## src/tcmp_pkg.sv

```systemverilog
// constants, types and mode decoding for the timer compare-output block
// assumes a 16-bit counter and registers reached by 32-bit APB words
package tcmp_pkg;

  // ************************************************
  // register map: indices, byte address = 4 * index
  // ************************************************
  localparam int         ADDR_W       = 12;
  localparam logic [7:0] IDX_CTRL_A   = 8'h80;
  localparam logic [7:0] IDX_CTRL_B   = 8'h81;
  localparam logic [7:0] IDX_COUNT    = 8'h82;
  localparam logic [7:0] IDX_CMP_A    = 8'h83;
  localparam logic [7:0] IDX_CMP_B    = 8'h84;
  localparam logic [7:0] IDX_TOP      = 8'h85;
  localparam logic [7:0] IDX_STATUS   = 8'h86;
  localparam logic [7:0] IDX_PORT_DIR = 8'h87;

  // ************************************************
  // field positions and reset values
  // ************************************************
  localparam int OM_A_LO = 6;
  localparam int OM_B_LO = 4;
  localparam int WML_LO  = 0;
  localparam int WMH_LO  = 3;
  localparam int ST_OVF  = 0;
  localparam int ST_MA   = 1;
  localparam int ST_MB   = 2;
  localparam int DIR_A   = 0;
  localparam int DIR_B   = 1;
  localparam logic [7:0]  CTRL_A_RST = 8'h00;
  localparam logic [7:0]  CTRL_A_MSK = 8'hf3;
  localparam logic [7:0]  CTRL_B_MSK = 8'h18;
  localparam logic [15:0] WORD_RST   = 16'h0000;

  // ************************************************
  // count limits
  // ************************************************
  localparam logic [15:0] CNT_BOTTOM = 16'h0000;
  localparam logic [15:0] CNT_MAX    = 16'hffff;
  localparam logic [15:0] TOP_FIX8   = 16'h00ff;
  localparam logic [15:0] TOP_FIX9   = 16'h01ff;
  localparam logic [15:0] TOP_FIX10  = 16'h03ff;

  // ************************************************
  // types
  // ************************************************
  typedef enum logic [5:0] {
    CLS_NORMAL = 6'b000001,
    CLS_CTC    = 6'b000010,
    CLS_FAST   = 6'b000100,
    CLS_PC     = 6'b001000,
    CLS_PFC    = 6'b010000,
    CLS_RSVD   = 6'b100000
  } wave_cls_t;

  typedef enum logic [5:0] {
    TS_MAX   = 6'b000001,
    TS_FIX8  = 6'b000010,
    TS_FIX9  = 6'b000100,
    TS_FIX10 = 6'b001000,
    TS_CMPA  = 6'b010000,
    TS_REG   = 6'b100000
  } top_src_t;

  typedef enum logic [1:0] {
    DIR_UP   = 2'b01,
    DIR_DOWN = 2'b10
  } count_dir_t;

  // ************************************************
  // mode decoding
  // ************************************************
  function automatic wave_cls_t cls_of(input logic [3:0] m);
    case (m)
      4'h0:                   cls_of = CLS_NORMAL;
      4'h4, 4'hc:             cls_of = CLS_CTC;
      4'h5, 4'h6, 4'h7,
      4'he, 4'hf:             cls_of = CLS_FAST;
      4'h1, 4'h2, 4'h3,
      4'ha, 4'hb:             cls_of = CLS_PC;
      4'h8, 4'h9:             cls_of = CLS_PFC;
      default:                cls_of = CLS_RSVD;
    endcase
  endfunction

  function automatic top_src_t top_src_of(input logic [3:0] m);
    case (m)
      4'h1, 4'h5:             top_src_of = TS_FIX8;
      4'h2, 4'h6:             top_src_of = TS_FIX9;
      4'h3, 4'h7:             top_src_of = TS_FIX10;
      4'h4, 4'h9, 4'hb, 4'hf: top_src_of = TS_CMPA;
      4'h8, 4'ha, 4'hc, 4'he: top_src_of = TS_REG;
      default:                top_src_of = TS_MAX;
    endcase
  endfunction

  // channel a may toggle in pwm only in modes 9, 11 and 15, where its compare value sets the top, and in mode 14
  function automatic logic toggle_a_ok(input logic [3:0] m);
    toggle_a_ok = (m == 4'h9) || (m == 4'hb) || (m == 4'he) || (m == 4'hf) ||
                  (cls_of(m) == CLS_NORMAL) || (cls_of(m) == CLS_CTC);
  endfunction

  function automatic logic [ADDR_W-1:0] byte_addr(input logic [7:0] idx);
    byte_addr = {2'b00, idx, 2'b00};
  endfunction

endpackage

```

## src/count_core.sv

```systemverilog
// 16-bit counter with single- and dual-slope sequences
// assumes tick is a one-cycle enable in the ref_clk domain
`timescale 1ns/10ps
`default_nettype none
module count_core
  import tcmp_pkg::*;
(
  input  wire logic        ref_clk,   // system clock
  input  wire logic        rst_b,     // sync reset, low
  input  wire logic        tick,      // count enable
  input  wire wave_cls_t   cls,       // count sequence
  input  wire logic [15:0] top,       // current top value
  input  wire logic        load,      // software write
  input  wire logic [15:0] load_val,  // value written
  output logic      [15:0] count_r,   // count value
  output count_dir_t       dir_r      // slope
);

  logic [15:0] count_nxt;
  count_dir_t  dir_nxt;
  wire         at_top = (count_r == top);
  wire         at_bot = (count_r == CNT_BOTTOM);
  wire [15:0]  inc    = count_r + 16'h0001;
  wire [15:0]  dec    = count_r - 16'h0001;

  always_comb begin
    count_nxt = count_r;
    dir_nxt   = dir_r;
    if (load) begin
      count_nxt = load_val;
    end else if (tick) begin
      case (cls)
        CLS_NORMAL: count_nxt = inc;
        CLS_CTC, CLS_FAST: count_nxt = at_top ? CNT_BOTTOM : inc;
        CLS_PC, CLS_PFC: begin
          if (dir_r == DIR_UP) begin
            count_nxt = at_top ? dec : inc;
            dir_nxt   = at_top ? DIR_DOWN : DIR_UP;
          end else begin
            count_nxt = at_bot ? inc : dec;
            dir_nxt   = at_bot ? DIR_UP : DIR_DOWN;
          end
        end
        default: count_nxt = count_r;
      endcase
    end
  end

  always_ff @(posedge ref_clk) begin
    if (!rst_b) begin
      count_r <= WORD_RST;
      dir_r   <= DIR_UP;
    end else begin
      count_r <= count_nxt;
      dir_r   <= dir_nxt;
    end
  end

endmodule
`default_nettype wire

```

## src/wave_out_unit.sv

```systemverilog
// one compare channel: waveform flip-flop and pin-takeover decision
// assumes match and the top/bottom events are sampled on the same tick
`timescale 1ns/10ps
`default_nettype none
module wave_out_unit
  import tcmp_pkg::*;
(
  input  wire logic       ref_clk,    // system clock
  input  wire logic       rst_b,      // sync reset, low
  input  wire logic       tick,       // count enable
  input  wire wave_cls_t  cls,        // waveform family
  input  wire logic [1:0] out_mode,   // output mode field
  input  wire logic       toggle_ok,  // mode 1 toggling allowed
  input  wire logic       match,      // count equals compare
  input  wire logic       cmp_at_top, // compare equals top
  input  wire logic       at_top,     // count equals top
  input  wire count_dir_t dir,        // slope
  output logic            wave_r,     // waveform level
  output logic            connected   // takes over the pin
);

  logic wave_nxt;
  wire  tog = (out_mode == 2'b01) && toggle_ok && match;

  always_comb begin
    wave_nxt = wave_r;
    if (tick) begin
      case (cls)
        CLS_NORMAL, CLS_CTC: begin
          if (match) begin
            case (out_mode)
              2'b01:   wave_nxt = ~wave_r;
              2'b10:   wave_nxt = 1'b0;
              2'b11:   wave_nxt = 1'b1;
              default: wave_nxt = wave_r;
            endcase
          end
        end
        CLS_FAST: begin
          if (out_mode[1]) begin
            // wrap to bottom wins; a match at top is ignored
            if (at_top)
              wave_nxt = ~out_mode[0];
            else if (match && !cmp_at_top)
              wave_nxt = out_mode[0];
          end else if (tog) begin
            wave_nxt = ~wave_r;
          end
        end
        CLS_PC, CLS_PFC: begin
          if (out_mode[1] && match)
            wave_nxt = (dir == DIR_UP) ? out_mode[0] : ~out_mode[0];
          else if (tog)
            wave_nxt = ~wave_r;
        end
        default: wave_nxt = wave_r;
      endcase
    end
  end

  // mode 1 without toggle permission leaves the pin to the port
  assign connected = (out_mode != 2'b00) && !((out_mode == 2'b01) && !toggle_ok);

  always_ff @(posedge ref_clk) begin
    if (!rst_b)
      wave_r <= 1'b0;
    else
      wave_r <= wave_nxt;
  end

endmodule
`default_nettype wire

```

## src/timer_compare_output_control.sv

```systemverilog
// 16-bit timer with two compare channels, waveform modes and apb registers
// assumes an apb master on ref_clk and a one-cycle timer_tick from a prescaler
//
// Chosen here: register access over APB.
`timescale 1ns/10ps
`default_nettype none
module timer_compare_output_control
  import tcmp_pkg::*;
(
  input  wire logic              ref_clk,    // 200 mhz clock
  input  wire logic              rst_b,      // sync reset, low
  input  wire logic              psel,       // apb select
  input  wire logic              penable,    // apb access phase
  input  wire logic              pwrite,     // apb direction
  input  wire logic [ADDR_W-1:0] paddr,      // apb byte address
  input  wire logic [31:0]       pwdata,     // apb write data
  output logic      [31:0]       prdata,     // apb read data
  output logic                   pready,     // apb ready
  output logic                   pslverr,    // apb error
  input  wire logic              timer_tick, // count enable pulse
  input  wire logic              port_a_val, // port data for pin a
  input  wire logic              port_b_val, // port data for pin b
  output logic                   pin_a_o,    // pin a level
  output logic                   pin_a_oe_b, // pin a drive, low
  output logic                   pin_b_o,    // pin b level
  output logic                   pin_b_oe_b  // pin b drive, low
);

  // ************************************************
  // register state
  // ************************************************
  logic [7:0]  ctrl_a_r;
  logic [1:0]  wave_mode_high_r;
  logic [15:0] cmp_a_buf_r;
  logic [15:0] cmp_b_buf_r;
  logic [15:0] cmp_a_act_r;
  logic [15:0] cmp_b_act_r;
  logic [15:0] top_reg_r;
  logic        ovf_r;
  logic        match_a_r;
  logic        match_b_r;
  logic [1:0]  port_dir_r;
  logic        pready_r;
  logic        pslverr_r;
  logic [31:0] prdata_r;
  logic        pin_a_o_r;
  logic        pin_a_oe_b_r;
  logic        pin_b_o_r;
  logic        pin_b_oe_b_r;

  // ************************************************
  // mode decode
  // ************************************************
  wire [1:0]  out_mode_chan_a = ctrl_a_r[OM_A_LO +: 2];
  wire [1:0]  out_mode_chan_b = ctrl_a_r[OM_B_LO +: 2];
  wire [1:0]  wave_mode_low   = ctrl_a_r[WML_LO +: 2];
  wire [3:0]  wave_mode_sel   = {wave_mode_high_r, wave_mode_low};
  wave_cls_t  cls;
  top_src_t   top_src;
  logic [15:0] top_val;

  assign cls     = cls_of(wave_mode_sel);
  assign top_src = top_src_of(wave_mode_sel);

  always_comb begin
    case (top_src)
      TS_FIX8:  top_val = TOP_FIX8;
      TS_FIX9:  top_val = TOP_FIX9;
      TS_FIX10: top_val = TOP_FIX10;
      TS_CMPA:  top_val = cmp_a_act_r;
      TS_REG:   top_val = top_reg_r;
      default:  top_val = CNT_MAX;
    endcase
  end

  // ************************************************
  // counter
  // ************************************************
  logic [15:0] count_value;
  count_dir_t  dir;
  wire         wr_go;
  wire         wr_count;

  count_core u_count (
    .ref_clk  (ref_clk),
    .rst_b    (rst_b),
    .tick     (timer_tick),
    .cls      (cls),
    .top      (top_val),
    .load     (wr_count),
    .load_val (pwdata[15:0]),
    .count_r  (count_value),
    .dir_r    (dir)
  );

  wire at_top  = (count_value == top_val);
  wire at_bot  = (count_value == CNT_BOTTOM);
  wire at_max  = (count_value == CNT_MAX);
  wire match_a = (count_value == cmp_a_act_r);
  wire match_b = (count_value == cmp_b_act_r);
  wire dual    = (cls == CLS_PC) || (cls == CLS_PFC);

  // ************************************************
  // events: buffer take-over and flags
  // ************************************************
  // pfc and fast take the buffer at bottom so both slopes see one value
  wire upd_now = timer_tick &&
                 (((cls == CLS_PC) && at_top) ||
                  (((cls == CLS_PFC) || (cls == CLS_FAST)) && at_bot));
  wire upd_imm = (cls == CLS_NORMAL) || (cls == CLS_CTC) || (cls == CLS_RSVD);

  // dual-slope flags at the bottom turn, fast at top, normal and ctc at max
  wire ovf_set = timer_tick &&
                 ((dual && at_bot && (dir == DIR_DOWN)) ||
                  ((cls == CLS_FAST) && at_top) ||
                  (((cls == CLS_NORMAL) || (cls == CLS_CTC)) && at_max));
  wire ma_set  = timer_tick && match_a && (cls != CLS_RSVD);
  wire mb_set  = timer_tick && match_b && (cls != CLS_RSVD);

  // ************************************************
  // compare channels
  // ************************************************
  logic wave_a;
  logic wave_b;
  logic conn_a;
  logic conn_b;

  wave_out_unit u_chan_a (
    .ref_clk    (ref_clk),
    .rst_b      (rst_b),
    .tick       (timer_tick),
    .cls        (cls),
    .out_mode   (out_mode_chan_a),
    .toggle_ok  (toggle_a_ok(wave_mode_sel)),
    .match      (match_a),
    .cmp_at_top (cmp_a_act_r == top_val),
    .at_top     (at_top),
    .dir        (dir),
    .wave_r     (wave_a),
    .connected  (conn_a)
  );

  // channel b never toggles in the pwm families
  wave_out_unit u_chan_b (
    .ref_clk    (ref_clk),
    .rst_b      (rst_b),
    .tick       (timer_tick),
    .cls        (cls),
    .out_mode   (out_mode_chan_b),
    .toggle_ok  (upd_imm),
    .match      (match_b),
    .cmp_at_top (cmp_b_act_r == top_val),
    .at_top     (at_top),
    .dir        (dir),
    .wave_r     (wave_b),
    .connected  (conn_b)
  );

  // ************************************************
  // apb decode
  // ************************************************
  wire hit_ctrl_a = (paddr == byte_addr(IDX_CTRL_A));
  wire hit_ctrl_b = (paddr == byte_addr(IDX_CTRL_B));
  wire hit_count  = (paddr == byte_addr(IDX_COUNT));
  wire hit_cmp_a  = (paddr == byte_addr(IDX_CMP_A));
  wire hit_cmp_b  = (paddr == byte_addr(IDX_CMP_B));
  wire hit_top    = (paddr == byte_addr(IDX_TOP));
  wire hit_status = (paddr == byte_addr(IDX_STATUS));
  wire hit_dir    = (paddr == byte_addr(IDX_PORT_DIR));
  wire hit_any    = hit_ctrl_a | hit_ctrl_b | hit_count | hit_cmp_a |
                    hit_cmp_b | hit_top | hit_status | hit_dir;

  // one wait state keeps prdata, pready and pslverr straight from flops
  wire acc_first = psel && penable && !pready_r;
  assign wr_go   = psel && penable && pready_r && pwrite && !pslverr_r;
  assign wr_count = wr_go && hit_count;
  wire wr_ctrl_a = wr_go && hit_ctrl_a;
  wire wr_ctrl_b = wr_go && hit_ctrl_b;
  wire wr_cmp_a  = wr_go && hit_cmp_a;
  wire wr_cmp_b  = wr_go && hit_cmp_b;
  wire wr_top    = wr_go && hit_top;
  wire wr_status = wr_go && hit_status;
  wire wr_dir    = wr_go && hit_dir;

  logic [31:0] rd_mux;
  always_comb begin
    rd_mux = 32'h0000_0000;
    if (hit_ctrl_a)
      rd_mux[7:0] = ctrl_a_r & CTRL_A_MSK;
    if (hit_ctrl_b)
      rd_mux[WMH_LO +: 2] = wave_mode_high_r;
    if (hit_count)
      rd_mux[15:0] = count_value;
    if (hit_cmp_a)
      rd_mux[15:0] = cmp_a_buf_r;
    if (hit_cmp_b)
      rd_mux[15:0] = cmp_b_buf_r;
    if (hit_top)
      rd_mux[15:0] = top_reg_r;
    if (hit_status)
      rd_mux[ST_MB:ST_OVF] = {match_b_r, match_a_r, ovf_r};
    if (hit_dir)
      rd_mux[DIR_B:DIR_A] = port_dir_r;
  end

  // ************************************************
  // flag next values: a set in the clearing cycle wins
  // ************************************************
  wire ovf_nxt = ovf_set | (ovf_r & ~(wr_status & pwdata[ST_OVF]));
  wire ma_nxt  = ma_set | (match_a_r & ~(wr_status & pwdata[ST_MA]));
  wire mb_nxt  = mb_set | (match_b_r & ~(wr_status & pwdata[ST_MB]));

  // ************************************************
  // registers
  // ************************************************
  always_ff @(posedge ref_clk) begin
    if (!rst_b) begin
      ctrl_a_r         <= CTRL_A_RST;
      wave_mode_high_r <= 2'b00;
      port_dir_r       <= 2'b00;
      top_reg_r        <= WORD_RST;
      cmp_a_buf_r      <= WORD_RST;
      cmp_b_buf_r      <= WORD_RST;
    end else begin
      if (wr_ctrl_a)
        ctrl_a_r <= pwdata[7:0] & CTRL_A_MSK;
      if (wr_ctrl_b)
        wave_mode_high_r <= pwdata[WMH_LO +: 2];
      if (wr_dir)
        port_dir_r <= pwdata[DIR_B:DIR_A];
      if (wr_top)
        top_reg_r <= pwdata[15:0];
      if (wr_cmp_a)
        cmp_a_buf_r <= pwdata[15:0];
      if (wr_cmp_b)
        cmp_b_buf_r <= pwdata[15:0];
    end
  end

  always_ff @(posedge ref_clk) begin
    if (!rst_b) begin
      cmp_a_act_r <= WORD_RST;
      cmp_b_act_r <= WORD_RST;
    end else if (upd_imm || upd_now) begin
      cmp_a_act_r <= cmp_a_buf_r;
      cmp_b_act_r <= cmp_b_buf_r;
    end
  end

  always_ff @(posedge ref_clk) begin
    if (!rst_b) begin
      ovf_r     <= 1'b0;
      match_a_r <= 1'b0;
      match_b_r <= 1'b0;
    end else begin
      ovf_r     <= ovf_nxt;
      match_a_r <= ma_nxt;
      match_b_r <= mb_nxt;
    end
  end

  always_ff @(posedge ref_clk) begin
    if (!rst_b) begin
      pready_r  <= 1'b0;
      pslverr_r <= 1'b0;
      prdata_r  <= 32'h0000_0000;
    end else begin
      pready_r  <= acc_first;
      pslverr_r <= acc_first && !hit_any;
      prdata_r  <= (acc_first && !pwrite) ? rd_mux : 32'h0000_0000;
    end
  end

  // ************************************************
  // pins
  // ************************************************
  always_ff @(posedge ref_clk) begin
    if (!rst_b) begin
      pin_a_o_r    <= 1'b0;
      pin_b_o_r    <= 1'b0;
      pin_a_oe_b_r <= 1'b1;
      pin_b_oe_b_r <= 1'b1;
    end else begin
      pin_a_o_r    <= conn_a ? wave_a : port_a_val;
      pin_b_o_r    <= conn_b ? wave_b : port_b_val;
      pin_a_oe_b_r <= ~port_dir_r[DIR_A];
      pin_b_oe_b_r <= ~port_dir_r[DIR_B];
    end
  end

  assign prdata     = prdata_r;
  assign pready     = pready_r;
  assign pslverr    = pslverr_r;
  assign pin_a_o    = pin_a_o_r;
  assign pin_b_o    = pin_b_o_r;
  assign pin_a_oe_b = pin_a_oe_b_r;
  assign pin_b_oe_b = pin_b_oe_b_r;

endmodule
`default_nettype wire

```

## config.mk

```make
export PLATFORM = sky130hd
export DESIGN_NAME = timer_compare_output_control
export DESIGN_NICKNAME = d
export VERILOG_FILES = /design/src/tcmp_pkg.sv /design/src/count_core.sv /design/src/wave_out_unit.sv /design/src/timer_compare_output_control.sv
export SDC_FILE = /design/constraint.sdc
export NUM_CORES = 1
export LEC_CHECK = 0
export BUFFER_PORTS_ARGS = -buffer_cell sky130_fd_sc_hd__buf_2
export CORE_MARGIN = 8
export CORE_UTILIZATION = 50
export DETAILED_ROUTE_END_ITERATION = 6
export GPL_TIMING_DRIVEN = 0
export PLACE_DENSITY = 0.73
export SYNTH_ARGS = -nofsm -noshare
export SYNTH_HDL_FRONTEND = slang
export SYNTH_SLANG_ARGS = --single-unit
```

## constraint.sdc

```tcl
create_clock -name ref_clk -period 3.2 [get_ports ref_clk]
set_clock_uncertainty 0.05 [all_clocks]
set_input_delay 0.64 -clock ref_clk [delete_from_list [all_inputs] [get_ports ref_clk]]
set_output_delay 0.64 -clock ref_clk [all_outputs]
set_load 0.02 [all_outputs]
```

==> run summary <==
Crit end category = flip-flop
Yosys cell types = 79
Share of flip-flops with an asynchronous set or reset after synthesis = 0%
Hold Crit Start = port_dir_r[1]
Portion of total power attributed to combinational logic = 8.2%
Area share of fa/ha/maj cells after synthesis = 1.20%
Post-placement setup slack = -0.723 ns
Deepest level of the CTS H-tree = 4
Final Critical Period = 3.17 ns
Average cell area after synthesis = 7.73 um2
Boundary Pins = 90
Top sig layer = met4
Overall fraction of global-route tracks in use = 31.1%
P_int = 2.97 mW
Area growth, synth to finish = 22.2%
R2r endpoint = cmp_a_act_r[8]
Number of warnings reported in the yosys synthesis log = 0
Detailed-routed wire length on met3 = 3630 um
Worst slew margin relative to its limit = 21.9%
Status = completed
WHS Path Cells = 1
Total Routed Length = 34000 um
Number of antenna violations at the first check in global routing = 0
Global-route wire length before repair = 51300 um
Core region area = 16500 um2
Areal power density over the cells = 397 nW/um2
Placement row count = 47
Transition time of the tightest slew-check pin = 1.16 ns
Required time of the critical path = 3.45 ns
Port Buffers = 55
Synthesized-area fraction occupied by ao, oa, aoi and oai cells = 23.0%
Fraction of synthesized area in multiplexers = 7.94%
Ys flop type = dfxtp_1
Post-synthesis share of cell area spent on and, or, nand and nor gates = 23.4%
Synth Cell Area = 8370 um2
EDFF count, synth = 0
Max-slew violation count = 0
Sum of negative setup slack = 0 ns
Switching power as a share of total power = 26.9%
Top post-synthesis cells by area = dfxtp_1, mux2i_1, nand2_1
MaxCap Viol Count = 0
Core utilization of the finished layout = 62.1%
Die footprint = 21100 um2
Clock network fraction of total power = 50.0%
Switching component of the power = 1.09 mW
Buffers plus inverters on the worst setup path = 4
Startpoint type of the worst setup path = flip-flop
Proportion of synthesized chip area in sequential cells = 32.3%
Critical path arrival = 3.42 ns
Instance area at placement = 8980 um2
Total overflow reported by the global router = 0
Largest fanout on the critical path = 8
Hold Path Class = reg2reg
Sequential cell fraction of total power = 41.8%
End of the worst hold path = pin_b_oe_b
Clock slew at the register clock pins of the worst setup and hold paths = 0.06 ns
Fraction of layout cells with a size suffix above 1 = 19.4%
Syn Inst Count = 1083
Clock tree from TritonCTS = built
Clock latency at the later pin of the worst-skew pair = 0.43 ns
Synth Register Bits = 135
Maximum number of pins on one net before global-route repair = 17
Net count, final = 1256
Vias per std cell = 6.38
Minimum setup slack among reg-to-reg paths = 0.03 ns
Final hold violations = 0
Share of the synthesized area in the top cell type = 32.3%
Highest attainable clock frequency = 0.315 GHz
Clock Tree Buf Depth = 2
Residual antenna-violating net count after detailed routing = 0
Cts hold-fix bufs = 0
Num CTS Buffers = 17
Floorplan die height = 145 um
Number of instances in the placed design = 1373
Die extent in x = 145 um
Count of non-filler cells in the finished layout = 1429
Clock root buffer = clkbuf_16
Routed len/inst = 23.8 um
Final weighted congestion in routability-driven placement = 1.03
Number of DRC violations after detailed routing = 0
Top cells by instance count after synthesis = nand2_1, dfxtp_1, a21oi_1
Largest family of logic cells by synthesized area = simple AND/OR/NAND/NOR gates
Met2 routed wirelength = 15300 um
Power Total = 4.06 mW
Critical path's most frequent cell = buf_12
Cell count of the worst reg-to-reg path = 13
Met1 layer wirelength in the final routing = 13600 um
CP cell instances = buf_6 -> or2_4 -> mux2_4 -> buf_8 -> o21ai_2 -> nand4b_1 -> nor4_4 -> nand4_2 -> a31oi_4 -> buf_12 -> buf_12 -> mux2i_2 -> nor2_1
Unrepaired setup endpoints after global routing = true
R2R Path Start = wave_mode_high_r[1]
Antenna cell count = 0
Effective utilization at floorplan = 50.8%
Synth area leader = dfxtp_1
Share of the cycle needed by the critical path after routing = 99.1%
Worst setup path category = reg2reg
Number of global-route vias before repair = 8691
Post-Synth XOR/XNOR Area = 5.13%
Total number of vias = 9123
Final WS setup = 0.0283 ns
Family with the most delay on the worst path = simple AND/OR/NAND/NOR gates
Leading cell type by number of instances after synthesis = nand2_1
Total of endpoints with negative setup slack in the final report = 0
Maximum vdd ir drop = 377 uV
Detailed Route Iter0 Violations = 1076
Filler Cells Inserted = 1527
Number of sinks on the clock net = 135
Cell with the largest stage delay on the worst path = nor4_4
Static leakage = 4.04 nW
Worst hold slack after final layout = 0.356 ns
Length of the first detailed-routing pass in iterations = 7
Final cell area excluding filler cells = 10200 um2
Detailed Place HPWL = 25100 um
Slowest Stage Delay on Critical Path = 0.42 ns
## cells by family after synthesis
logic type      after synthesis
buf+inv                     128
other cells                   1
fa+ha+maj                     8
simple gates                402
mux                          65
compound gates              295
xor+xnor                     49
flops                       135
## how the worst max path moves through the flow
stage	slack, ns	cells past startpoint	start	to
floorplan	0.16	12	ctrl_a_r[0]	cmp_b_act_r[2]
global placement	-0.65	12	u_count.count_r[0]	u_count.count_r[15]
detailed placement	-0.72	12	u_count.count_r[0]	u_count.count_r[15]
CTS	-0.05	13	u_count.count_r[4]	cmp_b_act_r[13]
global route	-0.08	12	wave_mode_high_r[1]	cmp_a_act_r[8]
finish	0.03	13	wave_mode_high_r[1]	cmp_a_act_r[8]
## power by group through the flow
stage | Combinational [mW] | Sequential, mW | Clock (mW)
3_3_place_gp | 0.284 | 1.73 | 0
4_1_cts | 0.310 | 1.70 | 2.03
5_1_grt | 0.349 | 1.70 | 2.12
6_report | 0.333 | 1.70 | 2.03
3_5_place_dp | 0.284 | 1.73 | 0
2_1_floorplan | 0.166 | 1.73 | 0
## cell usage in the layout, fill, tap and decap left out, types with 27 or more instances in the layout
master    instances
o21ai_0          43
buf_4            41
a21oi_1         101
nor2_1           95
clkbuf_1         46
o22ai_1          27
xnor2_1          27
inv_1            32
mux2i_1          54
buf_2            59
nand2_1         139
dfxtp_1         126
## cell type report
class	instances	area [um2]	area share (%)
buffer	85	493	4.82
clock buffer	17	425	4.16
clock inverter	15	169	1.65
inverter	34	128	1.25
multi-input combinational	835	5400	52.8
sequential	135	2720	26.6
tap	220	275	2.69
timing repair buffer	88	618	6.04
## sequential cells by signal, indices dropped and copies added, names as in the netlist
name	flops
pready	1
cmp_b_act_r	16
ovf_r	1
port_dir_r	2
u_count.dir_r	2
prdata	16
match_a_r	1
u_chan_a.wave_r	1
u_count.count_r	16
ctrl_a_r	6
pin_a_oe_b	1
pin_b_o	1
u_chan_b.wave_r	1
cmp_a_act_r	16
pin_b_oe_b	1
pslverr	1
pin_a_o	1
wave_mode_high_r	2
match_b_r	1
cmp_a_buf_r	16
cmp_b_buf_r	16
top_reg_r	16
## repair_timing
item	CTS	global route
gates cloned	1	2
pin swaps	11	14
setup buffers	15	15
setup endpoints to repair	63	65
resized for setup	55	60
## metal layers
metal  vias up  track usage, %
li1       4106               -
met4         0            17.1
met3       105            6.41
met1      4324            39.9
met2       588            47.9
met5         -               0
Note: power is estimated with default switching activity, not from simulation.
